--- src/hw/sfdr_pkg.sv ---
// Constants, opcodes and state types of the serial flash command sequencer
package sfdr_pkg;
  localparam int          CLK_MHZ        = 100;
  localparam int          ADDR_BITS      = 24;
  localparam int          SECTOR_LSB     = 12;
  localparam int          BLOCK_LSB      = 16;
  localparam int          PAGE_LSB       = 8;
  localparam int          PAGE_BYTES     = 256;
  localparam int          DUMMY_CLKS     = 8;
  localparam int          FIFO_DEPTH     = 16;
  localparam logic [4:0]  LAST_ADDR_BIT  = 5'h17;
  localparam logic [4:0]  LAST_BYTE_BIT  = 5'h07;
  localparam logic        WEL_RESET      = 1'b0;
  localparam logic [7:0]  OP_DUAL_READ   = 8'h3B;
  localparam logic [7:0]  OP_SECTOR_ERASE = 8'h20;
  localparam logic [7:0]  OP_BLOCK_ERASE_A = 8'h52;
  localparam logic [7:0]  OP_BLOCK_ERASE_B = 8'hD8;
  localparam logic [7:0]  OP_CHIP_ERASE_A = 8'h60;
  localparam logic [7:0]  OP_CHIP_ERASE_B = 8'hC7;
  localparam logic [7:0]  OP_PAGE_PROGRAM = 8'h02;
  localparam logic [7:0]  OP_WRITE_ENABLE = 8'h06;
  localparam logic [7:0]  OP_READ_STATUS = 8'h05;

  typedef enum logic [2:0] {
    SP_OPC   = 3'b000,
    SP_ADDR  = 3'b001,
    SP_DUMMY = 3'b011,
    SP_DOUT  = 3'b010,
    SP_PDATA = 3'b110,
    SP_SOUT  = 3'b111,
    SP_IGN   = 3'b101
  } sfdr_spi_e;

  typedef enum logic [1:0] {
    EX_IDLE = 2'b00,
    EX_FILL = 2'b01,
    EX_TIME = 2'b11
  } sfdr_exec_e;

  typedef enum logic [1:0] {
    ER_SECTOR = 2'b00,
    ER_BLOCK  = 2'b01,
    ER_CHIP   = 2'b10
  } sfdr_erase_e;
endpackage

--- src/hw/sfdr_fifo.sv ---
// Small synchronous FIFO with valid/ready on both sides
`timescale 1ns/1ps
module sfdr_fifo #(
  parameter int W     = 29,
  parameter int DEPTH = 16
) (
  input  wire logic         core_clk,
  input  wire logic         rst_n,
  input  wire logic         inValid,
  output logic              inReady,
  input  wire logic [W-1:0] inData,
  output logic              outValid,
  input  wire logic         outReady,
  output logic [W-1:0]      outData
);
  localparam int PW = $clog2(DEPTH);

  logic [W-1:0] mem [DEPTH];
  logic [PW:0]  wrPtr_r;
  logic [PW:0]  rdPtr_r;

  wire empty = (wrPtr_r == rdPtr_r);
  wire full  = (wrPtr_r[PW-1:0] == rdPtr_r[PW-1:0]) && (wrPtr_r[PW] != rdPtr_r[PW]);
  wire push  = inValid && !full;
  wire pop   = outReady && !empty;

  assign inReady  = !full;
  assign outValid = !empty;
  assign outData  = mem[rdPtr_r[PW-1:0]];

  always_ff @(posedge core_clk)
  begin
    if (push)
    begin
      mem[wrPtr_r[PW-1:0]] <= inData;
    end
  end

  always_ff @(posedge core_clk or negedge rst_n)
  begin
    if (!rst_n)
    begin
      wrPtr_r <= '0;
      rdPtr_r <= '0;
    end
    else
    begin
      wrPtr_r <= wrPtr_r + (PW+1)'(push);
      rdPtr_r <= rdPtr_r + (PW+1)'(pop);
    end
  end
endmodule // sfdr_fifo

--- src/hw/sfdr_flash_seq.sv ---
// Serial flash command sequencer: dual read, erases and page program
`timescale 1ns/1ps
module sfdr_flash_seq
  import sfdr_pkg::*;
#(
  parameter int unsigned ADDR_W                 = 21,
  parameter int unsigned SECTOR_ERASE_TIME_US   = 1000,
  parameter int unsigned BLOCK_ERASE_TIME_US    = 2000,
  parameter int unsigned CHIP_ERASE_TIME_US     = 8000,
  parameter int unsigned PAGE_PROGRAM_TIME_US   = 100,
  parameter int unsigned SECTOR_ERASE_CYC       = SECTOR_ERASE_TIME_US * CLK_MHZ,
  parameter int unsigned BLOCK_ERASE_CYC        = BLOCK_ERASE_TIME_US * CLK_MHZ,
  parameter int unsigned CHIP_ERASE_CYC         = CHIP_ERASE_TIME_US * CLK_MHZ,
  parameter int unsigned PAGE_PROGRAM_CYC       = PAGE_PROGRAM_TIME_US * CLK_MHZ
) (
  input  wire logic              core_clk,
  input  wire logic              rst_n,
  input  wire logic              csN,
  input  wire logic              sclk,
  input  wire logic              dataLineLowIn,
  output logic                   dataLineLowOut,
  output logic                   dataLineLowOe,
  output logic                   dataLineHighOut,
  output logic                   dataLineHighOe,
  input  wire logic [3:0]        protectLevelBits,
  output logic                   writeEnableLatch,
  output logic                   writeInProgress,
  output logic [ADDR_W-1:0]      memRdAddr,
  input  wire logic [7:0]        memRdData,
  output logic                   eraseStrobe,
  output sfdr_erase_e            eraseKind,
  output logic [ADDR_W-1:0]      eraseAddr,
  output logic                   progValid,
  input  wire logic              progReady,
  output logic [ADDR_W-1:0]      progAddr,
  output logic [7:0]             progData
);
  localparam int NUM_BLOCKS  = 1 << (ADDR_W - BLOCK_LSB);
  localparam int FULL_LEVEL  = ADDR_W - BLOCK_LSB + 1;
  localparam int FW          = ADDR_W + 8;

  // Upper 2^(level-1) blocks are protected; the top level protects everything
  function automatic logic protectedAt(input logic [ADDR_W-1:0] a, input logic [3:0] bp);
    int blk;
    blk = int'(a[ADDR_W-1:BLOCK_LSB]);
    if (bp == 4'h0)
      return 1'b0;
    else if (int'(bp) >= FULL_LEVEL)
      return 1'b1;
    else
      return blk >= (NUM_BLOCKS - (1 << (int'(bp) - 1)));
  endfunction

  sfdr_spi_e             state_r;
  sfdr_exec_e            exec_r;
  logic                  sclkQ_r;
  logic                  csQ_r;
  logic [4:0]            bitCnt_r;
  logic [7:0]            opcode_r;
  logic [ADDR_BITS-1:0]  cmdAddr_r;
  logic                  atBoundary_r;
  logic [7:0]            curByte_r;
  logic [2:0]            outIdx_r;
  logic [ADDR_W-1:0]     readAddr_r;
  logic [7:0]            pageBuf [PAGE_BYTES];
  logic [PAGE_BYTES-1:0] mask_r;
  logic [7:0]            ptr_r;
  logic                  gotByte_r;
  logic [7:0]            fillIdx_r;
  logic [31:0]           tmr_r;
  logic                  wel_r;
  logic                  eraseStrobe_r;
  sfdr_erase_e           eraseKind_r;
  logic [ADDR_W-1:0]     eraseAddr_r;
  logic                  fifoInReady;
  logic [FW-1:0]         fifoOut;

  wire sclkRise = sclk && !sclkQ_r && !csN;
  wire sclkFall = !sclk && sclkQ_r && !csN;
  wire csRise   = csN && !csQ_r;
  wire busy     = (exec_r != EX_IDLE);
  wire [7:0] shNext = {cmdAddr_r[6:0], dataLineLowIn};
  wire [ADDR_BITS-1:0] addrNext = {cmdAddr_r[ADDR_BITS-2:0], dataLineLowIn};
  wire byteDone = sclkRise && (bitCnt_r == LAST_BYTE_BIT);
  wire addrDone = sclkRise && (state_r == SP_ADDR) && (bitCnt_r == LAST_ADDR_BIT);
  wire dummyDone = sclkRise && (state_r == SP_DUMMY) && (bitCnt_r == 5'(DUMMY_CLKS - 1));
  wire [ADDR_W-1:0] tgtAddr = readAddr_r;   // Held from the address phase; data shifts past it
  wire tgtProt  = protectedAt(tgtAddr, protectLevelBits);
  wire opIsBe   = (opcode_r == OP_BLOCK_ERASE_A) || (opcode_r == OP_BLOCK_ERASE_B);
  wire opIsCe   = (opcode_r == OP_CHIP_ERASE_A) || (opcode_r == OP_CHIP_ERASE_B);
  wire cmdEnd   = csRise && atBoundary_r && !busy;
  wire startSe  = cmdEnd && wel_r && (opcode_r == OP_SECTOR_ERASE) && !tgtProt;
  wire startBe  = cmdEnd && wel_r && opIsBe && !tgtProt;
  wire startCe  = cmdEnd && wel_r && opIsCe && (protectLevelBits == 4'h0);
  wire startPp  = csRise && !busy && wel_r && (state_r == SP_PDATA)
                  && gotByte_r && !tgtProt;
  wire wrenHit  = cmdEnd && (opcode_r == OP_WRITE_ENABLE);
  wire fillPush = (exec_r == EX_FILL) && mask_r[fillIdx_r];
  wire fillStep = !mask_r[fillIdx_r] || fifoInReady;
  wire execDone = (exec_r == EX_TIME) && (tmr_r == 32'h0000_0000) && !progValid;
  wire [7:0] statusByte = {2'b00, protectLevelBits, wel_r, busy};

  assign writeEnableLatch = wel_r;
  assign writeInProgress  = busy;
  assign memRdAddr        = readAddr_r;
  assign dataLineLowOe    = !csN && (state_r == SP_DOUT);
  assign dataLineHighOe   = !csN && ((state_r == SP_DOUT) || (state_r == SP_SOUT));
  assign eraseStrobe      = eraseStrobe_r;
  assign eraseKind        = eraseKind_r;
  assign eraseAddr        = eraseAddr_r;
  assign progAddr         = fifoOut[FW-1:8];
  assign progData         = fifoOut[7:0];

  always_ff @(posedge core_clk or negedge rst_n)
  begin
    if (!rst_n)
    begin
      sclkQ_r <= 1'b0;
      csQ_r   <= 1'b1;
    end
    else
    begin
      sclkQ_r <= sclk;
      csQ_r   <= csN;
    end
  end

  // Serial command front end, advanced on each rising serial clock
  always_ff @(posedge core_clk or negedge rst_n)
  begin
    if (!rst_n)
    begin
      state_r      <= SP_OPC;
      bitCnt_r     <= 5'h00;
      opcode_r     <= 8'h00;
      cmdAddr_r    <= '0;
      atBoundary_r <= 1'b0;
    end
    else if (csN)
    begin
      state_r      <= SP_OPC;
      bitCnt_r     <= 5'h00;
      atBoundary_r <= 1'b0;
    end
    else if (sclkRise)
    begin
      bitCnt_r     <= bitCnt_r + 5'h01;
      cmdAddr_r    <= addrNext;
      atBoundary_r <= 1'b0;
      case (state_r)
        SP_OPC:
        begin
          if (byteDone)
          begin
            opcode_r <= shNext;
            bitCnt_r <= 5'h00;
            if (busy && shNext != OP_READ_STATUS)
              state_r <= SP_IGN;
            else if (shNext == OP_READ_STATUS)
              state_r <= SP_SOUT;
            else if (shNext == OP_DUAL_READ || shNext == OP_SECTOR_ERASE ||
                     shNext == OP_BLOCK_ERASE_A || shNext == OP_BLOCK_ERASE_B ||
                     shNext == OP_PAGE_PROGRAM)
              state_r <= SP_ADDR;
            else
            begin
              atBoundary_r <= 1'b1;
              state_r      <= SP_IGN;
            end
          end
        end
        SP_ADDR:
        begin
          if (addrDone)
          begin
            bitCnt_r <= 5'h00;
            if (opcode_r == OP_DUAL_READ)
              state_r <= SP_DUMMY;
            else if (opcode_r == OP_PAGE_PROGRAM)
              state_r <= SP_PDATA;
            else
            begin
              atBoundary_r <= 1'b1;
              state_r      <= SP_IGN;
            end
          end
        end
        SP_DUMMY:
        begin
          if (dummyDone)
          begin
            bitCnt_r <= 5'h00;
            state_r  <= SP_DOUT;
          end
        end
        SP_PDATA:
        begin
          if (byteDone)
            bitCnt_r <= 5'h00;
        end
        default:
        begin
          bitCnt_r <= 5'h00;
        end
      endcase
    end
  end

  // Output shifter: bit pairs for dual read, single bits for status
  always_ff @(posedge core_clk or negedge rst_n)
  begin
    if (!rst_n)
    begin
      curByte_r       <= 8'h00;
      outIdx_r        <= 3'h0;
      readAddr_r      <= '0;
      dataLineLowOut  <= 1'b0;
      dataLineHighOut <= 1'b0;
    end
    else if (addrDone)
    begin
      readAddr_r <= addrNext[ADDR_W-1:0];
    end
    else if (dummyDone)
    begin
      curByte_r <= memRdData;
      outIdx_r  <= 3'h0;
    end
    else if (byteDone && state_r == SP_OPC)
    begin
      curByte_r <= statusByte;
      outIdx_r  <= 3'h0;
    end
    else if (sclkFall && state_r == SP_DOUT)
    begin
      dataLineHighOut <= curByte_r[7];
      dataLineLowOut  <= curByte_r[6];
      outIdx_r        <= {1'b0, outIdx_r[1:0] + 2'h1};
      if (outIdx_r[1:0] == 2'h0)
        readAddr_r <= readAddr_r + 1'b1;
      if (outIdx_r[1:0] == 2'h3)
        curByte_r <= memRdData;
      else
        curByte_r <= {curByte_r[5:0], 2'b00};
    end
    else if (sclkFall && state_r == SP_SOUT)
    begin
      dataLineHighOut <= curByte_r[7];
      outIdx_r        <= outIdx_r + 3'h1;
      if (outIdx_r == 3'h7)
        curByte_r <= statusByte;
      else
        curByte_r <= {curByte_r[6:0], 1'b0};
    end
  end

  // Page buffer: ring of one page, newest byte wins per position
  always_ff @(posedge core_clk)
  begin
    if (byteDone && state_r == SP_PDATA && !busy)
      pageBuf[ptr_r] <= shNext;
  end

  always_ff @(posedge core_clk or negedge rst_n)
  begin
    if (!rst_n)
    begin
      mask_r    <= '0;
      ptr_r     <= 8'h00;
      gotByte_r <= 1'b0;
    end
    else if (addrDone && opcode_r == OP_PAGE_PROGRAM)
    begin
      ptr_r     <= addrNext[PAGE_LSB-1:0];
      mask_r    <= '0;
      gotByte_r <= 1'b0;
    end
    else if (byteDone && state_r == SP_PDATA && !busy)
    begin
      mask_r[ptr_r] <= 1'b1;
      ptr_r         <= ptr_r + 8'h01;
      gotByte_r     <= 1'b1;
    end
  end

  // Self-timed execution of program and erase
  always_ff @(posedge core_clk or negedge rst_n)
  begin
    if (!rst_n)
    begin
      exec_r    <= EX_IDLE;
      fillIdx_r <= 8'h00;
      tmr_r     <= 32'h0000_0000;
    end
    else
    begin
      if (tmr_r != 32'h0000_0000)
        tmr_r <= tmr_r - 32'h0000_0001;
      case (exec_r)
        EX_IDLE:
        begin
          fillIdx_r <= 8'h00;
          if (startPp)
          begin
            exec_r <= EX_FILL;
            tmr_r  <= 32'(PAGE_PROGRAM_CYC);
          end
          else if (startSe || startBe || startCe)
          begin
            exec_r <= EX_TIME;
            tmr_r  <= startSe ? 32'(SECTOR_ERASE_CYC) :
                      startBe ? 32'(BLOCK_ERASE_CYC) : 32'(CHIP_ERASE_CYC);
          end
        end
        EX_FILL:
        begin
          if (fillStep)
          begin
            fillIdx_r <= fillIdx_r + 8'h01;
            if (fillIdx_r == 8'hFF)
              exec_r <= EX_TIME;
          end
        end
        EX_TIME:
        begin
          if (execDone)
            exec_r <= EX_IDLE;
        end
        default:
        begin
          exec_r <= EX_IDLE;
        end
      endcase
    end
  end

  always_ff @(posedge core_clk or negedge rst_n)
  begin
    if (!rst_n)
    begin
      wel_r         <= WEL_RESET;
      eraseStrobe_r <= 1'b0;
      eraseKind_r   <= ER_SECTOR;
      eraseAddr_r   <= '0;
    end
    else
    begin
      if (wrenHit)
        wel_r <= 1'b1;
      else if (execDone)
        wel_r <= 1'b0;
      eraseStrobe_r <= startSe || startBe || startCe;
      if (startSe)
      begin
        eraseKind_r <= ER_SECTOR;
        eraseAddr_r <= {tgtAddr[ADDR_W-1:SECTOR_LSB], SECTOR_LSB'(0)};
      end
      else if (startBe)
      begin
        eraseKind_r <= ER_BLOCK;
        eraseAddr_r <= {tgtAddr[ADDR_W-1:BLOCK_LSB], BLOCK_LSB'(0)};
      end
      else if (startCe)
      begin
        eraseKind_r <= ER_CHIP;
        eraseAddr_r <= '0;
      end
    end
  end

  // Program bytes queue toward the array; the array may stall them
  sfdr_fifo #(
    .W     (FW),
    .DEPTH (FIFO_DEPTH)
  ) u_fifo (
    .core_clk (core_clk),
    .rst_n    (rst_n),
    .inValid  (fillPush),
    .inReady  (fifoInReady),
    .inData   ({tgtAddr[ADDR_W-1:PAGE_LSB], fillIdx_r, pageBuf[fillIdx_r]}),
    .outValid (progValid),
    .outReady (progReady),
    .outData  (fifoOut)
  );
endmodule // sfdr_flash_seq

--- config.mk ---
export PLATFORM = sky130hd
export DESIGN_NAME = sfdr_flash_seq
export DESIGN_NICKNAME = d
export VERILOG_FILES = /design/src/hw/sfdr_pkg.sv /design/src/hw/sfdr_fifo.sv /design/src/hw/sfdr_flash_seq.sv
export SDC_FILE = /design/constraint.sdc
export NUM_CORES = 2
export LEC_CHECK = 0
export ABC_AREA = 1
export BUFFER_PORTS_ARGS = -buffer_cell sky130_fd_sc_hd__buf_2
export CORE_MARGIN = 1.5
export CORE_UTILIZATION = 29
export DETAILED_ROUTE_END_ITERATION = 10
export HOLD_SLACK_MARGIN = 0.03
export PLACE_DENSITY_LB_ADDON = 0.15
export SETUP_SLACK_MARGIN = 0.15
export SLEW_MARGIN = 15
export SYNTH_ARGS = -nofsm -noshare
export SYNTH_HDL_FRONTEND = slang
export SYNTH_HIERARCHICAL = 1
export SYNTH_SLANG_ARGS = --single-unit
--- constraint.sdc ---
create_clock -name core_clk -period 15.6 [get_ports core_clk]
set_clock_uncertainty 0.1 [all_clocks]
set_input_delay 0.78 -clock core_clk [delete_from_list [all_inputs] [get_ports core_clk]]
set_output_delay 0.78 -clock core_clk [all_outputs]
set_load 0.05 [all_outputs]
Word-level counts from Yosys, hierarchy flattened
Memories as Yosys holds them, arrays and structs flattened.
Index checks and enable logic that the tools add are counted.
{"block": "totals", "reg_bits": 415, "ram_bits": 2512, "in_bits": 18, "out_inout_bits": 81, "word_cells": 256, "mem_count": 2}
{"name": "pageBuf", "words": 256, "word_bits": 8, "read_ports": 1, "rd_ports_with_merged_regs": 0, "write_ports": 1, "line_no": "sfdr_flash_seq.sv:65", "source": "logic [7:0] pageBuf [PAGE_BYTES];"}
{"name": "u_fifo.mem", "words": 16, "word_bits": 29, "read_ports": 1, "rd_ports_with_merged_regs": 0, "write_ports": 1, "line_no": "sfdr_fifo.sv:18", "source": "logic [W-1:0] mem [DEPTH];"}
{"block": "classes", "n_addsub": 11, "order_cmp": 5, "n_eq_ne": 39, "shift": 1, "mux": 82, "n_bitwise": 5, "n_reduce_logical": 87}
{"op": "256-bit 2-to-1 mux", "count": 2}
{"op": "256-bit bitwise OR", "count": 1}
{"op": "21-bit 2-to-1 mux", "count": 8}
{"op": "32-bit 2-to-1 mux", "count": 4}
{"op": "8-bit 2-to-1 mux", "count": 9}
{"op": "1-bit logical AND", "count": 41}
{"op": "20-bit 2-to-1 mux", "count": 2}
{"op": "3-bit 2-to-1 mux", "count": 13}
{"op": "8-bit by 6-bit equality test with 1-bit output, second input constant", "count": 4}
{"op": "8-bit equality test, second input constant", "count": 4}
{"op": "6-bit by 32-bit >= comparator with 1-bit output", "count": 1}
{"op": "32-bit logical NOT", "count": 1}
{"op": "32-bit nonzero test", "count": 1}
{"op": "1-bit by 32-bit left shift with 32-bit output, first input constant", "count": 1}
{"op": "32-bit by 1-bit subtractor with 32-bit output, second input constant", "count": 1}
{"op": "7-bit by 32-bit subtractor with 32-bit output, first input constant", "count": 1}
{"op": "5-bit 2-to-1 mux", "count": 5}
{"op": "8-bit by 7-bit equality test with 1-bit output, second input constant", "count": 3}
{"op": "1-bit 2-to-1 mux", "count": 23}
{"op": "21-bit by 1-bit adder with 21-bit output, second input constant", "count": 1}
{"op": "4-bit AND reduction", "count": 5}
{"op": "8-bit by 9-bit < comparator with 1-bit output, second input constant", "count": 2}
{"op": "2-bit 2-to-1 mux", "count": 9}
{"op": "8-bit by 1-bit adder with 8-bit output, second input constant", "count": 2}
{"op": "other kinds (42)", "count": 86}

Depth between registers and ports, before layout
{"block": "logic_depth", "word_depth": 13, "depth_mapped": 28, "ltp_nobuf": 28}

Modules after synthesis
The synthesis kept the hierarchy.
{"mod": "sfdr_flash_seq", "instances": 1, "cells_each": 8565, "area_per_inst_um2": 100226.1, "seq_area_each_um2": 71334.7}
{"mod": "sfdr_fifo", "instances": 1, "cells_each": 2078, "area_per_inst_um2": 20848.7, "seq_area_each_um2": 14183.6}

Worst setup path before layout
Ideal clock, no wire load.
{"block": "synth_timing", "path_kind": "register to register", "from": "reg cmdAddr_r[3]", "to": "reg state_r[2]", "setup_ps": 122, "t_arrival_ps": 4804, "t_required_ps": 15378, "slack_ps": 10574, "path_stages_with_launch": 8, "path_buffers": 0, "synth_period_minus_slack_ps": 5026, "path_cell_list": "dfrtp_1 > inv_1 > nor3_1 > nand4_1 > a311oi_1 > nand3_1 > nand3_1 > a21oi_1"}
{"block": "synth_via", "elab_chain_len": 12, "elab_cells_between_ends": 19, "cone_classes": "eq/ne (7); mux (7); reduce/logical (5)"}
{"element": "from (decl)", "line_no": "sfdr_flash_seq.sv:60", "source": "logic [ADDR_BITS-1:0] cmdAddr_r;"}
{"element": "from (signal assigned)", "line_no": "sfdr_flash_seq.sv:148", "source": "cmdAddr_r <= addrNext;"}
{"element": "8-bit by 6-bit equality test with 1-bit output", "line_no": "sfdr_flash_seq.sv:161", "source": "else if (shNext == OP_DUAL_READ || shNext == OP_SECTOR_ERASE ||"}
{"element": "1-bit logical OR (2 in series)", "line_no": "sfdr_flash_seq.sv:161"}
{"element": "1-bit logical OR (2 in series)", "line_no": "sfdr_flash_seq.sv:162", "source": "shNext == OP_BLOCK_ERASE_A || shNext == OP_BLOCK_ERASE_B ||"}
{"element": "3-bit 2-to-1 mux", "line_no": "sfdr_flash_seq.sv:161"}
{"element": "3-bit 2-to-1 mux", "line_no": "sfdr_flash_seq.sv:159", "source": "else if (shNext == OP_READ_STATUS)"}
{"element": "3-bit 2-to-1 mux (*)", "line_no": "sfdr_flash_seq.sv:157", "source": "if (busy && shNext != OP_READ_STATUS)"}
{"element": "3-bit 2-to-1 mux (*)", "line_no": "sfdr_flash_seq.sv:153", "source": "if (byteDone)"}
{"element": "3-bit one-hot mux with 3 select lines (*)", "line_no": "sfdr_flash_seq.sv:150", "source": "case (state_r)"}
{"element": "3-bit 2-to-1 mux (*)", "line_no": "sfdr_flash_seq.sv:145", "source": "else if (sclkRise)"}
{"element": "3-bit 2-to-1 mux (*)", "line_no": "sfdr_flash_seq.sv:139", "source": "else if (csN)"}
{"element": "to (signal assigned)", "line_no": "sfdr_flash_seq.sv:141", "source": "state_r <= SP_OPC;"}
{"element": "to (signal assigned)", "line_no": "sfdr_flash_seq.sv:158", "source": "state_r <= SP_IGN;"}
{"element": "to (signal assigned)", "line_no": "sfdr_flash_seq.sv:160", "source": "state_r <= SP_SOUT;"}
{"element": "to (decl)", "line_no": "sfdr_flash_seq.sv:54", "source": "sfdr_spi_e state_r;"}
Mark *: on every way between the ends. The rest lies on a longest branch, timed or not. The select of a mux whose other input is x is not followed.
A chain may end at the register's enable or synchronous reset.

Worst setup path after layout
{"block": "layout_timing", "from": "reg fillIdx_r[0]", "to": "mem u_fifo.mem[6][1] (enable)"}
{"block": "layout_via", "elab_chain_len": 6}
{"element": "from (decl)", "line_no": "sfdr_flash_seq.sv:69", "source": "logic [7:0] fillIdx_r;"}
{"element": "from (signal assigned)", "line_no": "sfdr_flash_seq.sv:319", "source": "fillIdx_r <= fillIdx_r + 8'h01;"}
{"element": "1-bit binary-select mux with 8-bit select", "line_no": "sfdr_flash_seq.sv:98", "source": "wire fillPush = (exec_r == EX_FILL) && mask_r[fillIdx_r];"}
{"element": "1-bit 2-to-1 mux (not written as such)", "line_no": "sfdr_flash_seq.sv:98"}
{"element": "1-bit logical AND", "line_no": "sfdr_flash_seq.sv:98"}
{"element": "net fillPush", "line_no": "sfdr_flash_seq.sv:98"}
{"element": "1-bit logical AND", "line_no": "sfdr_fifo.sv:24", "source": "wire push = inValid && !full;"}
{"element": "1-bit 2-to-1 mux", "line_no": "sfdr_fifo.sv:33", "source": "if (push)"}
{"element": "1-bit 2-to-1 mux (not written as such)", "line_no": "sfdr_fifo.sv:35", "source": "mem[wrPtr_r[PW-1:0]] <= inData;"}
{"element": "to (decl)", "line_no": "sfdr_fifo.sv:18"}
The timed path passes the listed nets, and every way through them passes these cells. The select of a mux whose other input is x is not followed.

==> impl_metrics.yaml <==
run_status:
  status: "completed"
worst_setup_path:
  cp.arrival_ns: 7.77
  worstPathCellList: "inv_8 > buf_4 > buf_4 > buf_4 > nand2_1 > nand2_1 > nand2_1 > a21oi_1 > nor2_1 > nand2_1 > nand3_1 > nand3_1 > nand3_1 > a21oi_1 > nand2_4 > nor2_4"
  worstSetupStartpointType: "register"
  worstSetupEndpointType: "register"
  cp.depth: 16
  crit_fanout: 93
  path_common_cell: "nand2_1"
  r2r-start: "fillIdx_r[0]"
  reg2regPathDepth: 16
  path_class: "reg2reg"
  crit_family: "buffers and inverters"
  cp_num_buf_inv: 4
  critPathRequiredTime_ns: 16.03
  cpPeakStageDelay_ns: 1.01
  crit_slowest_cell: "nor2_4"
  r2r_slack_ns: 8.25
  r2r_end: "u_fifo/mem[6][1]"
die:
  core-area_um2: 416000
  die_w_um: 649
  num_rows: 237
  dieArea_um2: 421000
  io_pins: 99
  die_h_um: 649
  start_util: 0.291
global_routing:
  busiest_layer: "met2"
  antenna_found_initial: 14
  grt_overflow_total: 0
  grt_pass1_wl_mm: 572
  grt_use_met1: 0.249
  grt_util_met2: 0.300
  grtUsageTotal: 0.181
  use_met3: 0.0255
  grt_pass1_vias: 80521
  grt_max_degree: 174
logic_synthesis:
  avgSynthCellArea_um2: 11.4
  synthTopCellsByArea: "edfxtp_1 (62%), dfrtp_1 (8.3%), nor2_1 (6.3%), o21ai_0 (4.9%), nand2_1 (4.4%)"
  yosysUniqueCellTypes: 63
  syn_area_um2: 121000
  synth_top_flop_cell: "edfxtp_1"
  synth_top_area_cell: "edfxtp_1"
  yosysWarnings: 6
  async_flop_share: 0.138
  synth.top_cell.area_share: 0.623
  ys_seq_area_frac: 0.706
  syn_inst: 10643
  synth_edf_count: 2512
  ys_ff_latch: 2915
timing:
  setup_viol: 0
  worst_pin_slew_ns: 1.18
  post-route-period-util: 0.471
  drv_slew: 0
  timing.slew.headroom: 0.210
  rsz0062_at_grt: "no"
  hold_viol: 0
  max_freq_mhz: 136
  post-route-min-period_ns: 7.35
  tns_ns: 0
routing:
  wirelength_mm: 393
  drc: 0
  wire_per_inst_um: 24.0
  initialDrtViolationCount: 7019
  ant_nets: 0
  via_per_inst: 4.97
  via_count: 81185
  dr.pass1.iters: 6
clock_tree:
  clockBufferDepth: 4
  clock_latency_ns: 0.96
  clock-root-buffer: "clkbuf_16"
  clk_pin_slew_ns: 0.06
  cts_tree: "yes"
  clock_sinks: 2915
  cts_max_level: 5
  numCtsBuffers: 326
  cts_resized: 0
power:
  power_density_nw_per_um2: 135
  vdd_drop_max_uv: 131
  p_comb_frac: 0.104
  p_switching_uw: 4920
  clockPowerShare: 0.423
  p_sw_frac: 0.265
  p_int_uw: 13700
  total_leakage_power_uw: 0.0495
  power.share.sequential: 0.473
  total_power_uw: 18600
finish:
  mostFrequentLayoutCell: "edfxtp_1"
  final_cell_mix: "edfxtp_1 (2512), nor2_1 (2024), nand2_1 (1434)"
  finalNonFillerCells: 16349
  drive_above_1_share: 0.0814
  nFillCells: 41538
  synthToLayoutAreaGrowth_pct: 13.9
  nets: 10621
place:
  port_buffers: 86
  place.gp.congestion: 0.809
  placed_cells_incl_taps: 15736
  dpl.hpwl_mm: 228
min_path:
  hp-start: "protectLevelBits[3]"
  hold_depth: 3
  holdPathEnd: "curByte_r[5]"
  min_path_type: "in2reg"
flow_run:
  max-cap-violations: 0
==> stage by stage <==
stage / worst slack, ns / cell area (um^2) / util / hold slack [ns]
6_report: 8.25 / 138000 / 0.331 / 0.120
5_1_grt: 7.90 / 138000 / 0.331 / 0.113
4_1_cts: 8.17 / 138000 / 0.331 / 0.0409
3_5_place_dp: 8.22 / 127000 / 0.305 / 0.366
3_3_place_gp: 8.22 / 127000 / 0.305 / 0.360
2_1_floorplan: 10.57 / 121000 / - / 0.353
==> what timing repair did <==
| action | CTS | global route |
|---|---|---|
| hold buffers | 11 | 0 |
| hold endpoints to repair | 67 | 0 |
| buffers inserted | 0 | 0 |
==> power by group through the flow <==
| stage | Clock (uW) | Combinational [uW] | Sequential (uW) |
|---|---|---|---|
| 4_1_cts | 8040 | 1990 | 8790 |
| 2_1_floorplan | 0 | 1150 | 9030 |
| 3_3_place_gp | 0 | 1970 | 8950 |
| 3_5_place_dp | 0 | 1980 | 8950 |
| 5_1_grt | 8320 | 2120 | 8790 |
| 6_report | 7860 | 1930 | 8780 |
==> synth_stat cells (all sizes together) (7+ instances only) <==
| library cell | instances |
|---|---|
| edfxtp | 2512 |
| nor2 | 2064 |
| nand2 | 1461 |
| o21ai | 1200 |
| inv | 695 |
| nand3 | 675 |
| dfrtp | 402 |
| buf | 345 |
| clkbuf | 322 |
| o22ai | 319 |
| o221ai | 221 |
| a21oi | 107 |
| o211ai | 69 |
| xor2 | 49 |
| nor3 | 47 |
| nand4 | 36 |
| o21a | 31 |
| ha | 25 |
| xnor2 | 10 |
| nor4 | 7 |
==> state kept, by name (all words and copies together) (netlist names), 2 cells and up <==
name            cells
cmdAddr_r          20
exec_r              2
memRdAddr          21
state_r             3
bitCnt_r            5
opcode_r            8
mask_r            256
eraseAddr           9
fillIdx_r           8
outIdx_r            3
u_fifo/rdPtr_r      5
pageBuf          2048
curByte_r           8
tmr_r              32
eraseKind           2
u_fifo/mem        464
u_fifo/wrPtr_r      5
ptr_r               8
==> routing by layer <==
layer / up-vias / wire length [um]
met4: 4 / 10200
met3: 519 / 20600
met5: - / 27
li1: 37174 / -
met2: 2160 / 186000
met1: 41328 / 176000
==> cell type report <==
class,instances,area (um^2),share of cell area
multi-input cells,6375,30000,0.217
flip-flops and latches,2915,85600,0.621
clock buffers,419,8830,0.0641
diodes,2,5.00,0.0000363
inverters,697,2660,0.0193
repair buffers,263,1970,0.0143
clock inverters,181,1980,0.0144
well taps,5497,6880,0.0499
==> cells by family after synthesis <==
group | synth area share
other | 0.0000310
buffers and inverters | 0.0477
AND/OR/NAND/NOR | 0.144
XOR/XNOR | 0.00433
flip-flops | 0.706
AO/OA/AOI/OAI | 0.0950
adder cells (fa/ha/maj) | 0.00258
==> tightest hold or removal path: stages <==
cell and delay [ns]:
buf_2 0.14, nand2_1 0.08, a41oi_1 0.11
==> worst max-delay path by stage <==
stage	start	endpoint	slack, ns
CTS	fillIdx_r[0]	u_fifo/mem[6][1]	8.17
floorplan	cmdAddr_r[3]	state_r[2]	10.57
global route	fillIdx_r[0]	u_fifo/mem[6][1]	7.90
global placement	fillIdx_r[0]	u_fifo/mem[7][26]	8.22
finish	fillIdx_r[0]	u_fifo/mem[6][1]	8.25
detailed placement	fillIdx_r[0]	u_fifo/mem[7][20]	8.22
No activity file was read; power rests on OpenSTA's default activity.
